==> src/verilog/shared_gpio_pkg.sv <==
`default_nettype none
package shared_gpio_pkg;
  // Register map, direct addressing
  localparam logic [15:0] ADDR_GPIO_DATA_BYTE1  = 16'h0146;
  localparam logic [15:0] ADDR_GPIO_DIRECTION_1 = 16'h014A;
  localparam int          ADDR_WIDTH            = 16;
  localparam int          DATA_WIDTH            = 8;
  // Bit positions of the two shared pins in both registers
  localparam int          BIT_CH10              = 2;
  localparam int          BIT_CH11              = 3;
  localparam int          NUM_PINS              = 2;
  localparam logic [7:0]  RESET_DATA            = 8'h00;
  localparam logic [7:0]  RESET_DIRECTION       = 8'h00;
  localparam logic [7:0]  PIN_MASK              = 8'h0C;
  localparam int          SYNC_STAGES           = 2;
endpackage
`default_nettype wire

==> src/verilog/shared_gpio_los_pins.sv <==
`timescale 1ns/1ps
`default_nettype none
module shared_gpio_los_pins
  import shared_gpio_pkg::*;
(
  input  wire logic                                   ref_clk_i,
  input  wire logic                                   rst_b_i,
  input  wire logic [shared_gpio_pkg::ADDR_WIDTH-1:0] addr_i,
  input  wire logic [shared_gpio_pkg::DATA_WIDTH-1:0] wr_data_i,
  input  wire logic                                   wr_en_i,
  input  wire logic                                   rd_en_i,
  output logic      [shared_gpio_pkg::DATA_WIDTH-1:0] rd_data_o,
  input  wire logic [shared_gpio_pkg::NUM_PINS-1:0]   framer_enable_i,
  input  wire logic [shared_gpio_pkg::NUM_PINS-1:0]   pin_i,
  output logic      [shared_gpio_pkg::NUM_PINS-1:0]   pin_o,
  output logic      [shared_gpio_pkg::NUM_PINS-1:0]   pin_oe_o,
  output logic                                        external_signal_loss_ch10_o,
  output logic                                        external_signal_loss_ch11_o,
  output logic      [shared_gpio_pkg::NUM_PINS-1:0]   signal_loss_condition_o
);
  import shared_gpio_pkg::*;

  typedef struct packed {
    logic [DATA_WIDTH-1:0] data;
    logic [DATA_WIDTH-1:0] direction;
    logic [DATA_WIDTH-1:0] rd_data;
    logic [NUM_PINS-1:0]   pin_out;
    logic [NUM_PINS-1:0]   pin_oe;
    logic [NUM_PINS-1:0]   loss;
  } gpio_state_type;

  gpio_state_type        state;
  gpio_state_type        next_state;
  logic                  rst_meta;
  logic                  rst_sync_b;
  logic [NUM_PINS-1:0]   pin_sync;
  logic                  hit_data;
  logic                  hit_direction;
  logic                  write_data;
  logic                  write_direction;
  logic [DATA_WIDTH-1:0] next_data;
  logic [DATA_WIDTH-1:0] next_direction;
  logic [NUM_PINS-1:0]   role_loss;
  logic [NUM_PINS-1:0]   dir_bit;
  logic [NUM_PINS-1:0]   data_bit;
  logic [NUM_PINS-1:0]   reads_level;
  logic [NUM_PINS-1:0]   next_oe;
  logic [NUM_PINS-1:0]   next_out;
  logic [NUM_PINS-1:0]   next_loss;

  // Reset released through two flops
  always_ff @(posedge ref_clk_i or negedge rst_b_i) begin
    if (!rst_b_i) begin
      rst_meta   <= 1'b0;
      rst_sync_b <= 1'b0;
    end else begin
      rst_meta   <= 1'b1;
      rst_sync_b <= rst_meta;
    end
  end

  // Register decode, other addresses ignored
  assign hit_data        = (addr_i == ADDR_GPIO_DATA_BYTE1);
  assign hit_direction   = (addr_i == ADDR_GPIO_DIRECTION_1);
  assign write_data      = wr_en_i && hit_data;
  assign write_direction = wr_en_i && hit_direction;

  // Bits other than the two pins never stored
  assign next_data      = write_data ? (wr_data_i & PIN_MASK) : state.data;
  assign next_direction = write_direction ? (wr_data_i & PIN_MASK) : state.direction;

  // Pin index to register bit
  function automatic int reg_bit(input int idx);
    reg_bit = (idx == 0) ? BIT_CH10 : BIT_CH11;
  endfunction

  genvar g;
  generate
    for (g = 0; g < NUM_PINS; g++) begin : g_pin
      localparam int BIT_POS = (g == 0) ? BIT_CH10 : BIT_CH11;

      level_sync u_sync (
        .ref_clk_i (ref_clk_i),
        .rst_b_i   (rst_sync_b),
        .async_i   (pin_i[g]),
        .sync_o    (pin_sync[g])
      );

      assign role_loss[g]   = framer_enable_i[g];
      assign dir_bit[g]     = next_direction[BIT_POS];
      assign data_bit[g]    = next_data[BIT_POS];
      assign next_oe[g]     = !role_loss[g] && dir_bit[g];
      assign next_out[g]    = !role_loss[g] && data_bit[g];
      assign next_loss[g]   = role_loss[g] && pin_sync[g];
      assign reads_level[g] = role_loss[g] || !state.direction[BIT_POS];
    end
  endgenerate

  always_comb begin
    next_state           = state;
    next_state.data      = next_data;
    next_state.direction = next_direction;
    next_state.pin_oe    = next_oe;
    next_state.pin_out   = next_out;
    next_state.loss      = next_loss;
    // Read word stands one cycle, zero otherwise
    next_state.rd_data   = '0;
    if (rd_en_i) begin
      case (addr_i)
        ADDR_GPIO_DIRECTION_1: begin
          next_state.rd_data = state.direction;
        end
        ADDR_GPIO_DATA_BYTE1: begin
          // Same-cycle write not yet visible
          next_state.rd_data = state.data;
          for (int i = 0; i < NUM_PINS; i++) begin
            if (reads_level[i]) begin
              next_state.rd_data[reg_bit(i)] = pin_sync[i];
            end
          end
        end
        default: begin
          next_state.rd_data = '0;
        end
      endcase
    end
  end

  always_ff @(posedge ref_clk_i or negedge rst_sync_b) begin
    if (!rst_sync_b) begin
      state           <= '0;
      state.data      <= RESET_DATA;
      state.direction <= RESET_DIRECTION;
    end else begin
      state <= next_state;
    end
  end

  assign rd_data_o                   = state.rd_data;
  assign pin_o                       = state.pin_out;
  assign pin_oe_o                    = state.pin_oe;
  assign signal_loss_condition_o     = state.loss;
  assign external_signal_loss_ch10_o = state.loss[0];
  assign external_signal_loss_ch11_o = state.loss[1];
endmodule // shared_gpio_los_pins
`default_nettype wire

==> src/verilog/level_sync.sv <==
`timescale 1ns/1ps
`default_nettype none
module level_sync (
  input  wire logic ref_clk_i,
  input  wire logic rst_b_i,
  input  wire logic async_i,
  output logic      sync_o
);
  typedef struct packed {
    logic first;
    logic second;
  } sync_state_type;

  sync_state_type state;
  sync_state_type next_state;

  // First stage read only by the second
  always_comb begin
    next_state        = state;
    next_state.first  = async_i;
    next_state.second = state.first;
  end

  always_ff @(posedge ref_clk_i or negedge rst_b_i) begin
    if (!rst_b_i) begin
      state <= '0;
    end else begin
      state <= next_state;
    end
  end

  assign sync_o = state.second;
endmodule // level_sync
`default_nettype wire

==> config.mk <==
export PLATFORM = sky130hd
export DESIGN_NAME = shared_gpio_los_pins
export DESIGN_NICKNAME = d
export VERILOG_FILES = /design/src/verilog/shared_gpio_pkg.sv /design/src/verilog/shared_gpio_los_pins.sv /design/src/verilog/level_sync.sv
export SDC_FILE = /design/constraint.sdc
export NUM_CORES = 1
export LEC_CHECK = 0
export BUFFER_PORTS_ARGS = -buffer_cell sky130_fd_sc_hd__buf_2
export CORE_MARGIN = 10
export CORE_UTILIZATION = 43
export DETAILED_ROUTE_END_ITERATION = 16
export MAX_ROUTING_LAYER = met4
export PLACE_DENSITY = 0.84
export SYNTH_ARGS = -nofsm -noshare
export SYNTH_HDL_FRONTEND = slang
export SYNTH_SLANG_ARGS = --single-unit
==> constraint.sdc <==
create_clock -name ref_clk_i -period 0.8 [get_ports ref_clk_i]
set_clock_uncertainty 0.05 [all_clocks]
set_input_delay 0.16 -clock ref_clk_i [delete_from_list [all_inputs] [get_ports ref_clk_i]]
set_output_delay 0.16 -clock ref_clk_i [all_outputs]
set_load 0.01 [all_outputs]
## Word-level counts from Yosys, hierarchy flattened

Index checks and enable logic that the tools add are counted.

- Bits in registers: 24
- Bits in latches: 0
- Memory bits (writable): 0
- Memory bits (read-only): 0
- Input port bits: 32
- Output and inout bits: 16
- Logic and storage cells: 34
- Memories kept: 0

- $add $sub $neg: 0
- Multipliers: 0
- Div/mod/pow operators: 0
- Magnitude comparators: 0
- Equality and inequality tests: 2
- Shifts and indexed selects: 0
- Muxes and demuxes: 6
- Bitwise logic cells: 0
- Reductions and logical operators: 14

Operators by type and width:

| kind | count |
|---|---|
| equality test 16 x 9 -> 1 bit, second input constant | 2 |
| logical AND 1 bit | 8 |
| 2-to-1 mux 4 bit | 2 |
| 2-to-1 mux 8 bit | 1 |
| one-hot mux 4 bit (2 select lines) | 1 |
| zero test 1 bit | 4 |
| logical OR 1 bit | 2 |
| 2-to-1 mux 1 bit | 2 |

## Logic depth before layout (Yosys ltp)

Gate-level depths: netlist of the first run.

- Depth in word-level cells: 5
- Gate-level depth with buffers: 4
- Gate-level depth less buffers: 4

## Hierarchy

Synthesis of the first run repeated with hierarchy kept, for this count alone.

- Cell total of the unflattened synthesis: 71
- Area, all modules: 869.6 um^2

Modules (own cells, without submodules):

| module | times used | cells each | area an instance (um^2) |
|---|---|---|---|
| shared_gpio_los_pins | 1 | 67 | 769.5 |
| level_sync | 2 | 2 | 50.0 |

## Worst setup path before layout of the first run

OpenSTA, ideal clock, no wires.

- Path type: input to register
- Start: input port addr_i[9] in the netlist's numbering
- End: register state[24] in the netlist's numbering
- Arrival: 1.143 ns
- Required time: 0.625 ns
- Setup slack: -0.518 ns
- Stages: 4
- Cell sequence: nor4b_4 nand4_4 nor2_4 mux2_4

- Longest elaborated chain between the ends: 3

RTL lines:

| item | RTL line | RTL |
|---|---|---|
| from (decl) | shared_gpio_los_pins.sv:8 | `input wire logic [shared_gpio_pkg::ADDR_WIDTH-1:0] addr_i,` |
| equality test 16 x 9 -> 1 bit | shared_gpio_los_pins.sv:63 | `assign hit_data = (addr_i == ADDR_GPIO_DATA_BYTE1);` |
| logical AND 1 bit | shared_gpio_los_pins.sv:65 | `assign write_data = wr_en_i && hit_data;` |
| 2-to-1 mux 4 bit | shared_gpio_los_pins.sv:69 | `assign next_data = write_data ? (wr_data_i & PIN_MASK) : state.data;` |
| named net next_data[2] | shared_gpio_los_pins.sv:41 | `logic [DATA_WIDTH-1:0] next_data;` |
| to (signal assigned) | shared_gpio_los_pins.sv:135 | `state <= next_state;` |
| to (decl) | shared_gpio_los_pins.sv:32 | `gpio_state_type state;` |

The timed path passes the listed nets, and every way through them passes these cells.

## Worst setup path after layout of the first run

- Start: input port addr_i[11] in the netlist's numbering
- End: register state[24] in the netlist's numbering

The elaborated chain is that of the path after synthesis.

==> reports/results.md, run 1 <==
| Item | Value | Unit |
| --- | --- | --- |
| Layout cells sized above 1 | 53.6 | % |
| Element type at the critical path end | register | - |
| CP peak stage delay | 340 | ps |
| Chip height | 65.6 | µm |
| Yosys synthesis warning count | 0 | - |
| Maximum clock rate | 885 | MHz |
| Failing checks | setup timing | - |
| Crit path DAT | 1250 | ps |
| Number of distinct library cells after synthesis | 19 | - |
| Final worst-path setup slack | -330 | ps |
| Max-cap check violation count | 0 | - |
| DR DRC count | 0 | - |
| LEAKAGE | 0.624 | nW |
| Clock tree from TritonCTS | built | - |
| Number of antenna repair diodes | 0 | - |
| Hold crit path type | register to asynchronous set/reset pin | - |
| First-pass GRT wire length | 3130 | µm |
| Via count of the first global-routing pass | 678 | - |
| Endpoint of the lowest-slack register-to-register path | pin_o[0] | - |
| I/O pin cnt | 48 | - |
| Startpoint types | input pin | - |
| Total setup violations reported at the end of the flow | 20 | - |
| Total Routing Usage GR | 9.62 | % |
| Clock latency at the later pin of the worst-skew pair | 280 | ps |
| Starting Density | 45.7 | % |
| Buffers & Inverters on Critical Path | 1 | - |
| Cell family with the largest share of critical-path delay | simple AND/OR/NAND/NOR gates | - |
| Clock Pin Slew Worst Setup and Hold Paths | 90 | ps |
| Detailed-routing iteration count for the pre-antenna-repair pass | 4 | - |
| Critical-path cell with the highest stage delay | sky130_fd_sc_hd__nor4b_4 | - |
| Synthesis-to-layout area growth | 38.8 | % |
| Post-Synth Simple-Gate Area | 23.7 | % |
| Post-Synthesis Cells | 68 | - |
| Final-report max-slew violation count | 0 | - |
| Count of state elements after synthesis | 18 | - |
| Number of antenna violations at the first check in global routing | 0 | - |
| Worst slack, placed | -665 | ps |
| Post-synth design cell area | 896 | µm² |
| GRT Residual Overflow | 0 | - |
| Mux share of post-synthesis cell area | 10.3 | % |
| Primary FF master, synth | sky130_fd_sc_hd__dfrtp_1 | - |
| Adder-cell area share of the yosys netlist | 0 | % |
| Count of vias placed by the detailed router | 608 | - |
| Site Rows | 16 | - |
| Number of routed nets with antenna violations | 0 | - |
| Die Footprint | 4310 | µm² |
| Most frequent standard cell in the layout excluding fill and tap cells | sky130_fd_sc_hd__buf_2 | - |
| Final hold violation count | 0 | - |
| Cell area after layout | 1240 | µm² |
| Worst-path cell chain | buf_6 > nor4b_4 > nand4_4 > nor2_4 > mux2_4 | - |
| Register area share after synthesis | 50.3 | % |
| R2r setup slk | -150 | ps |
| Number of design-rule violations left by the first detailed-router iteration | 5 | - |
| Most frequent cells in the layout | sky130_fd_sc_hd__buf_2, sky130_fd_sc_hd__dfrtp_1, sky130_fd_sc_hd__buf_4 | - |
| Required @ worst endpoint | 920 | ps |
| Synth Area in Compound Gates | 3.07 | % |
| Crit Path Max Fanout | 3 | - |
| CP startpoint | addr_i[11] | - |
| Routed wire per std cell | 14.1 | µm |
| Layout Nets | 145 | - |
| Worst vdd rail ir drop | 1.08 | mV |
| Levels on crit path | 5 | - |
| Ys async rst share | 100 | % |
| Register-to-Register Path Depth | 4 | - |
| Portion of the clock cycle consumed by the worst path in the final layout | 141 | % |
| IO buf count | 35 | - |
| Final critical delay including setup and external delays | 1130 | ps |
| Routed wire length | 1960 | µm |
| Result of the run | complete, but fails checks | - |
| RSZ-0062 raised after global routing | true | - |
| Setup crit end | state[24] | - |
| Routed via count divided by cell count | 4.37 | - |
| Horizontal extent of the die | 65.6 | µm |
| TritonCTS buffer count | 3 | - |
| Share of the synthesized netlist area taken by xor and xnor gates | 0 | % |
| Clock Sinks | 18 | - |
| Combinational family with the most area after synthesis | simple AND/OR/NAND/NOR gates | - |
| Critical R2R Launch | state[24] | - |
| Final HPWL from detailed placement | 1600 | µm |
| Dpl cell area | 1060 | µm² |
| Count of flip-flops with a built-in enable after synthesis | 0 | - |
| Classification of the worst setup path | input pin to register | - |
| Maximum root-to-sink buffer count | 2 | - |
| CTS HTree Levels | 1 | - |
| Library cell used as clock root buffer | sky130_fd_sc_hd__clkbuf_4 | - |
| Average instance area after synthesis | 13.2 | µm² |
| Total power divided by cell area | 1360 | nW/µm² |
| Pin count of the biggest net entering global routing | 12 | - |
| Core box area | 1960 | µm² |
| Final weighted congestion in routability-driven placement | 0.933 | - |
power breakdown:
group	internal, W	leakage (nW)	switching (W)	total, W
Sequential	0.000929	0.235	0.0000152	0.000945
Clock	0.000277	0.0210	0.000246	0.000523
Combinational	0.000125	0.368	0.0000973	0.000223
Total	0.00133	0.624	0.000358	0.00169
synth_stat cells, types with 2 or more instances:
library cell	number	area [µm²]
sky130_fd_sc_hd__dfrtp_1	18	450
sky130_fd_sc_hd__mux2_2	2	22.5
sky130_fd_sc_hd__and2_1	2	12.5
sky130_fd_sc_hd__conb_1	2	7.51
sky130_fd_sc_hd__nor2_1	2	7.51
sky130_fd_sc_hd__mux2_4	2	30.0
sky130_fd_sc_hd__buf_4	14	105
sky130_fd_sc_hd__mux2i_1	4	40.0
sky130_fd_sc_hd__a32oi_1	2	17.5
sky130_fd_sc_hd__nor4b_4	2	47.6
sky130_fd_sc_hd__o21ai_0	2	10.0
sky130_fd_sc_hd__nand2b_1	8	50.1
sky130_fd_sc_hd__nor2_4	2	22.5
metrics by stage:
stage / power [W] / setup TNS (ps) / utilization, % / hold WS, ps / std cells
finish: 0.00169 / -4650 / 63.4 / 66.4 / 139
CTS: 0.00171 / -4830 / 61.4 / 52.9 / 137
global placement: 0.00114 / -5530 / 54.1 / -105 / 125
floorplan: 0.00106 / -3650 / - / -186 / 73
detailed placement: 0.00114 / -5830 / 54.1 / -103 / 125
global route: 0.00178 / -5520 / 63.4 / 53.6 / 139
sequential cells by signal, indices dropped and copies added (netlist names):
| signal | flops |
|---|---|
| state | 4 |
| g_pin.u_sync.next_state | 2 |
| g_pin.u_sync.sync_o | 2 |
| pin_o | 2 |
| pin_oe_o | 2 |
| rd_data_o | 2 |
| signal_loss_condition_o | 2 |
| rst_meta | 1 |
| rst_sync_b | 1 |
cell type report:
class / count / area (µm²)
Fill cell: 153 / 718
Sequential cell: 18 / 450
Multi-Input combinational cell: 41 / 367
Timing Repair Buffer: 49 / 357
Clock buffer: 4 / 36.3
Tap cell: 27 / 33.8
worst min path at each step:
stage                            start                          to  slack (ps)
CTS                 framer_enable_i[1]  signal_loss_condition_o[1]          50
detailed placement             rst_b_i                    rst_meta        -100
global route        framer_enable_i[1]  signal_loss_condition_o[1]          50
global placement               rst_b_i                    rst_meta        -100
finish                      rst_sync_b                   state[17]          70
floorplan                      rst_b_i                    rst_meta        -190
per-layer routing:
layer | vias up | wire length [µm] | global-route usage (%)
met1 | 284 | 621 | 8.38
met4 | 0 | 15 | 2.94
li1 | 300 | - | -
met5 | - | 0 | -
met2 | 22 | 1150 | 17.5
met3 | 2 | 172 | 4.92
worst reg2reg max path: stages (launching register included):
cell	delay [ps]
sky130_fd_sc_hd__dfrtp_1	380
sky130_fd_sc_hd__nand2b_1	90
sky130_fd_sc_hd__buf_4	130
sky130_fd_sc_hd__buf_4	110
sky130_fd_sc_hd__mux2i_1	110
repair_timing:
item / 4_1_cts / 5_1_grt
pin swaps: 7 / 5
endpoints found under the hold margin: 4 / 0
cloned: 0 / 0
setup buffers: 5 / 2
resized for setup: 7 / 6
hold buffers: 3 / 0
setup endpoints to repair: 20 / 20
cell families (layout without fill, tap and decap cells):
family | Yosys count | count (layout)
and+or+nand+nor | 22 | 22
DFF | 18 | 18
buffers and inverters | 14 | 53
muxes | 8 | 8
AOI/OAI and AO/OA | 4 | 4
other | 2 | 7
(Power assumes the default switching activity.)
==> run 2: changes to the inputs <==
- GPL_TIMING_DRIVEN: default -> 0
- REMOVE_ABC_BUFFERS: default -> 1
==> run 2 against run 1 <==
Core utilization is 3.4 points lower. Flip-flop and latch count unchanged. Power is 0.45% lower. Sequential power increased by 0.4%. Worst setup slack worse by 9.2 ps. Global-route usage decreased by 0.93 points. The run still ends with setup timing left. Combinational power down 13%. Count of clock-buffer cells in the layout did not move. Non-clock buffer count decreased by 5. Highest routed layer unchanged. Via count fell by 0.49%.
==> reports/results.md, run 2 (same netlist as run 1, synthesis figures left out) <==
| Item | Value | Unit | Change |
| --- | --- | --- | --- |
| Number of antenna repair diodes | 0 | - | unchanged |
| TritonCTS buffer count | 3 | - | unchanged |
| RSZ-0062 raised after global routing | true | - | unchanged |
| CP peak stage delay | 340 | ps | about the same |
| IO buf count | 35 | - | unchanged |
| Total setup violations reported at the end of the flow | 20 | - | unchanged |
| Routed via count divided by cell count | 4.51 | - | was 4.37 |
| Layout cells sized above 1 | 51.4 | % | was 53.6% |
| Number of design-rule violations left by the first detailed-router iteration | 21 | - | was 5 |
| Worst-path cell chain | buf_6 > nor4b_4 > nand4_4 > nor2_4 > mux2_4 | - | unchanged |
| Final weighted congestion in routability-driven placement | 0.805 | - | was 0.933 |
| Maximum root-to-sink buffer count | 2 | - | unchanged |
| Site Rows | 16 | - | unchanged |
| Number of routed nets with antenna violations | 0 | - | unchanged |
| Area taken by flip-flops and latches | 450 | µm² | unchanged |
| Max FFs per register | 4 | - | unchanged |
| Portion of the clock cycle consumed by the worst path in the final layout | 142 | % | was 141% |
| Required @ worst endpoint | 930 | ps | was 920 ps |
| GRT Residual Overflow | 0 | - | unchanged |
| Pin count of the biggest net entering global routing | 17 | - | was 12 |
| Clock Pin Slew Worst Setup and Hold Paths | 90 | ps | about the same |
| Final worst-path setup slack | -339 | ps | was -330 ps |
| First-pass GRT wire length | 2860 | µm | was 3130 µm |
| Total Routing Usage GR | 8.70 | % | was 9.62% |
| Cell family with the largest share of critical-path delay | simple AND/OR/NAND/NOR gates | - | unchanged |
| Total power divided by cell area | 1430 | nW/µm² | was 1360 nW/µm² |
| Crit path DAT | 1270 | ps | was 1250 ps |
| Most frequent cells in the layout | sky130_fd_sc_hd__buf_2, sky130_fd_sc_hd__dfrtp_1, sky130_fd_sc_hd__nand2b_1 | - | was sky130_fd_sc_hd__buf_2, sky130_fd_sc_hd__dfrtp_1, sky130_fd_sc_hd__buf_4 |
| Result of the run | complete, but fails checks | - | unchanged |
| Clock latency at the later pin of the worst-skew pair | 290 | ps | was 280 ps |
| Routed wire per std cell | 14.4 | µm | was 14.1 µm |
| R2r setup slk | -170 | ps | was -150 ps |
| Buffers & Inverters on Critical Path | 1 | - | unchanged |
| Util after Layout | 59.9 | % | was 63.4% |
| Library cell used as clock root buffer | sky130_fd_sc_hd__clkbuf_4 | - | unchanged |
| Failing checks | setup timing | - | unchanged |
| Crit Path Max Fanout | 3 | - | unchanged |
| Critical-path cell with the highest stage delay | sky130_fd_sc_hd__nor4b_4 | - | unchanged |
| Classification of the worst setup path | input pin to register | - | unchanged |
| Final hold violation count | 0 | - | unchanged |
| Number of antenna violations at the first check in global routing | 0 | - | unchanged |
| Area used by multi-input combinational logic | 367 | µm² | unchanged |
| Hold crit path type | input pin to register | - | was register to asynchronous set/reset pin |
| CTS HTree Levels | 1 | - | unchanged |
| Final critical delay including setup and external delays | 1140 | ps | was 1130 ps |
| DR DRC count | 0 | - | unchanged |
| LEAKAGE | 0.593 | nW | was 0.624 nW |
| Final-report max-slew violation count | 0 | - | unchanged |
| I/O pin cnt | 48 | - | unchanged |
| Routed wire length | 1920 | µm | was 1960 µm |
| Worst max-slew margin expressed relative to the limit | 61.0 | % |  |
| Starting Density | 45.7 | % | unchanged |
| Detailed-routing iteration count for the pre-antenna-repair pass | 4 | - | unchanged |
| Synthesis-to-layout area growth | 31.3 | % | was 38.8% |
| Clock tree from TritonCTS | built | - | unchanged |
| Measured slew at the worst slew-check pin | 585 | ps |  |
| Clock Sinks | 18 | - | unchanged |
| Maximum clock rate | 878 | MHz | was 885 MHz |
| Die Footprint | 4310 | µm² | unchanged |
| Via count of the first global-routing pass | 641 | - | was 678 |
| Startpoint types | input pin | - | unchanged |
| Chip height | 65.6 | µm | unchanged |
| Register bank with the most flops | state | - | unchanged |
| Core box area | 1960 | µm² | unchanged |
| Horizontal extent of the die | 65.6 | µm | unchanged |
| Max-cap check violation count | 0 | - | unchanged |
| Final HPWL from detailed placement | 1450 | µm | was 1600 µm |
| Most frequent standard cell in the layout excluding fill and tap cells | sky130_fd_sc_hd__buf_2 | - | unchanged |
| Element type at the critical path end | register | - | unchanged |
| Count of fill cells added during filler insertion | 165 | - | was 153 |
| Worst hold slack | 63.8 | ps | was 66.4 ps |
| Worst vdd rail ir drop | 0.766 | mV | was 1.08 mV |
| Count of vias placed by the detailed router | 605 | - | was 608 |
| Layout Nets | 140 | - | was 145 |
-- run 2: cell count changes in the layout (fill, tap and decap cells not counted) --
cell	change
sky130_fd_sc_hd__buf_12	-1
sky130_fd_sc_hd__buf_6	-2
sky130_fd_sc_hd__buf_4	-6
sky130_fd_sc_hd__buf_2	+4
-- run 2: final cells by class --
type                    instances  area share, %
multi-input cells              41           31.2
well taps                      27           2.87
flip-flops and latches         18           38.3
repair buffers                 44           24.6
clock buffers                   4           3.09
-- run 2: power breakdown --
| group | total, W | leakage (nW) | internal, W | switching, W |
|---|---|---|---|---|
| Clock | 0.000538 | 0.0210 | 0.000277 | 0.000261 |
| Sequential | 0.000949 | 0.235 | 0.000929 | 0.0000200 |
| Combinational | 0.000195 | 0.336 | 0.000107 | 0.0000883 |
| Total | 0.00168 | 0.593 | 0.00131 | 0.000369 |
-- run 2: per-layer routing --
layer | vias up | wire length, µm | GRT usage (%) | part of all wire, %
li1 | 289 | - | - | -
met1 | 281 | 622 | 7.20 | 32
met2 | 25 | 1080 | 15.9 | 56
met3 | 10 | 152 | 3.56 | 7.9
met4 | 0 | 69 | 4.81 | 3.6
met5 | - | 0 | - | 0
-- run 2: metrics by stage --
stage | cells | instance area (µm²) | total power (W) | setup TNS [ps] | setup slack [ps]
2_1_floorplan | 59 | 810 | 0.00103 | -3780 | -518
3_3_place_gp | 121 | 1020 | 0.00112 | -5660 | -700
3_5_place_dp | 121 | 1020 | 0.00113 | -5860 | -719
4_1_cts | 131 | 1140 | 0.00168 | -4870 | -340
5_1_grt | 134 | 1180 | 0.00176 | -5970 | -381
6_report | 134 | 1180 | 0.00168 | -4830 | -339
-- run 2: final timing paths --
check,start,endpoint,cells after the start
setup / recovery,addr_i[11],state[24],5
hold / removal,framer_enable_i[0],signal_loss_condition_o[0],2
setup reg to reg,state[24],rd_data_o[2],4
hold reg to reg,rst_sync_b,pin_o[1],0
max in group asynchronous,rst_sync_b,state[24],0
min in group asynchronous,rst_b_i,rst_sync_b,2
-- run 2: what timing repair did --
item                                    CTS  global route
pin swaps                                 5             6
cloned                                    0             0
resized for setup                         6             5
endpoints found under the setup margin   20            36
hold buffers                              3             0
hold endpoints to repair                  4             0
buffers inserted                          3             3
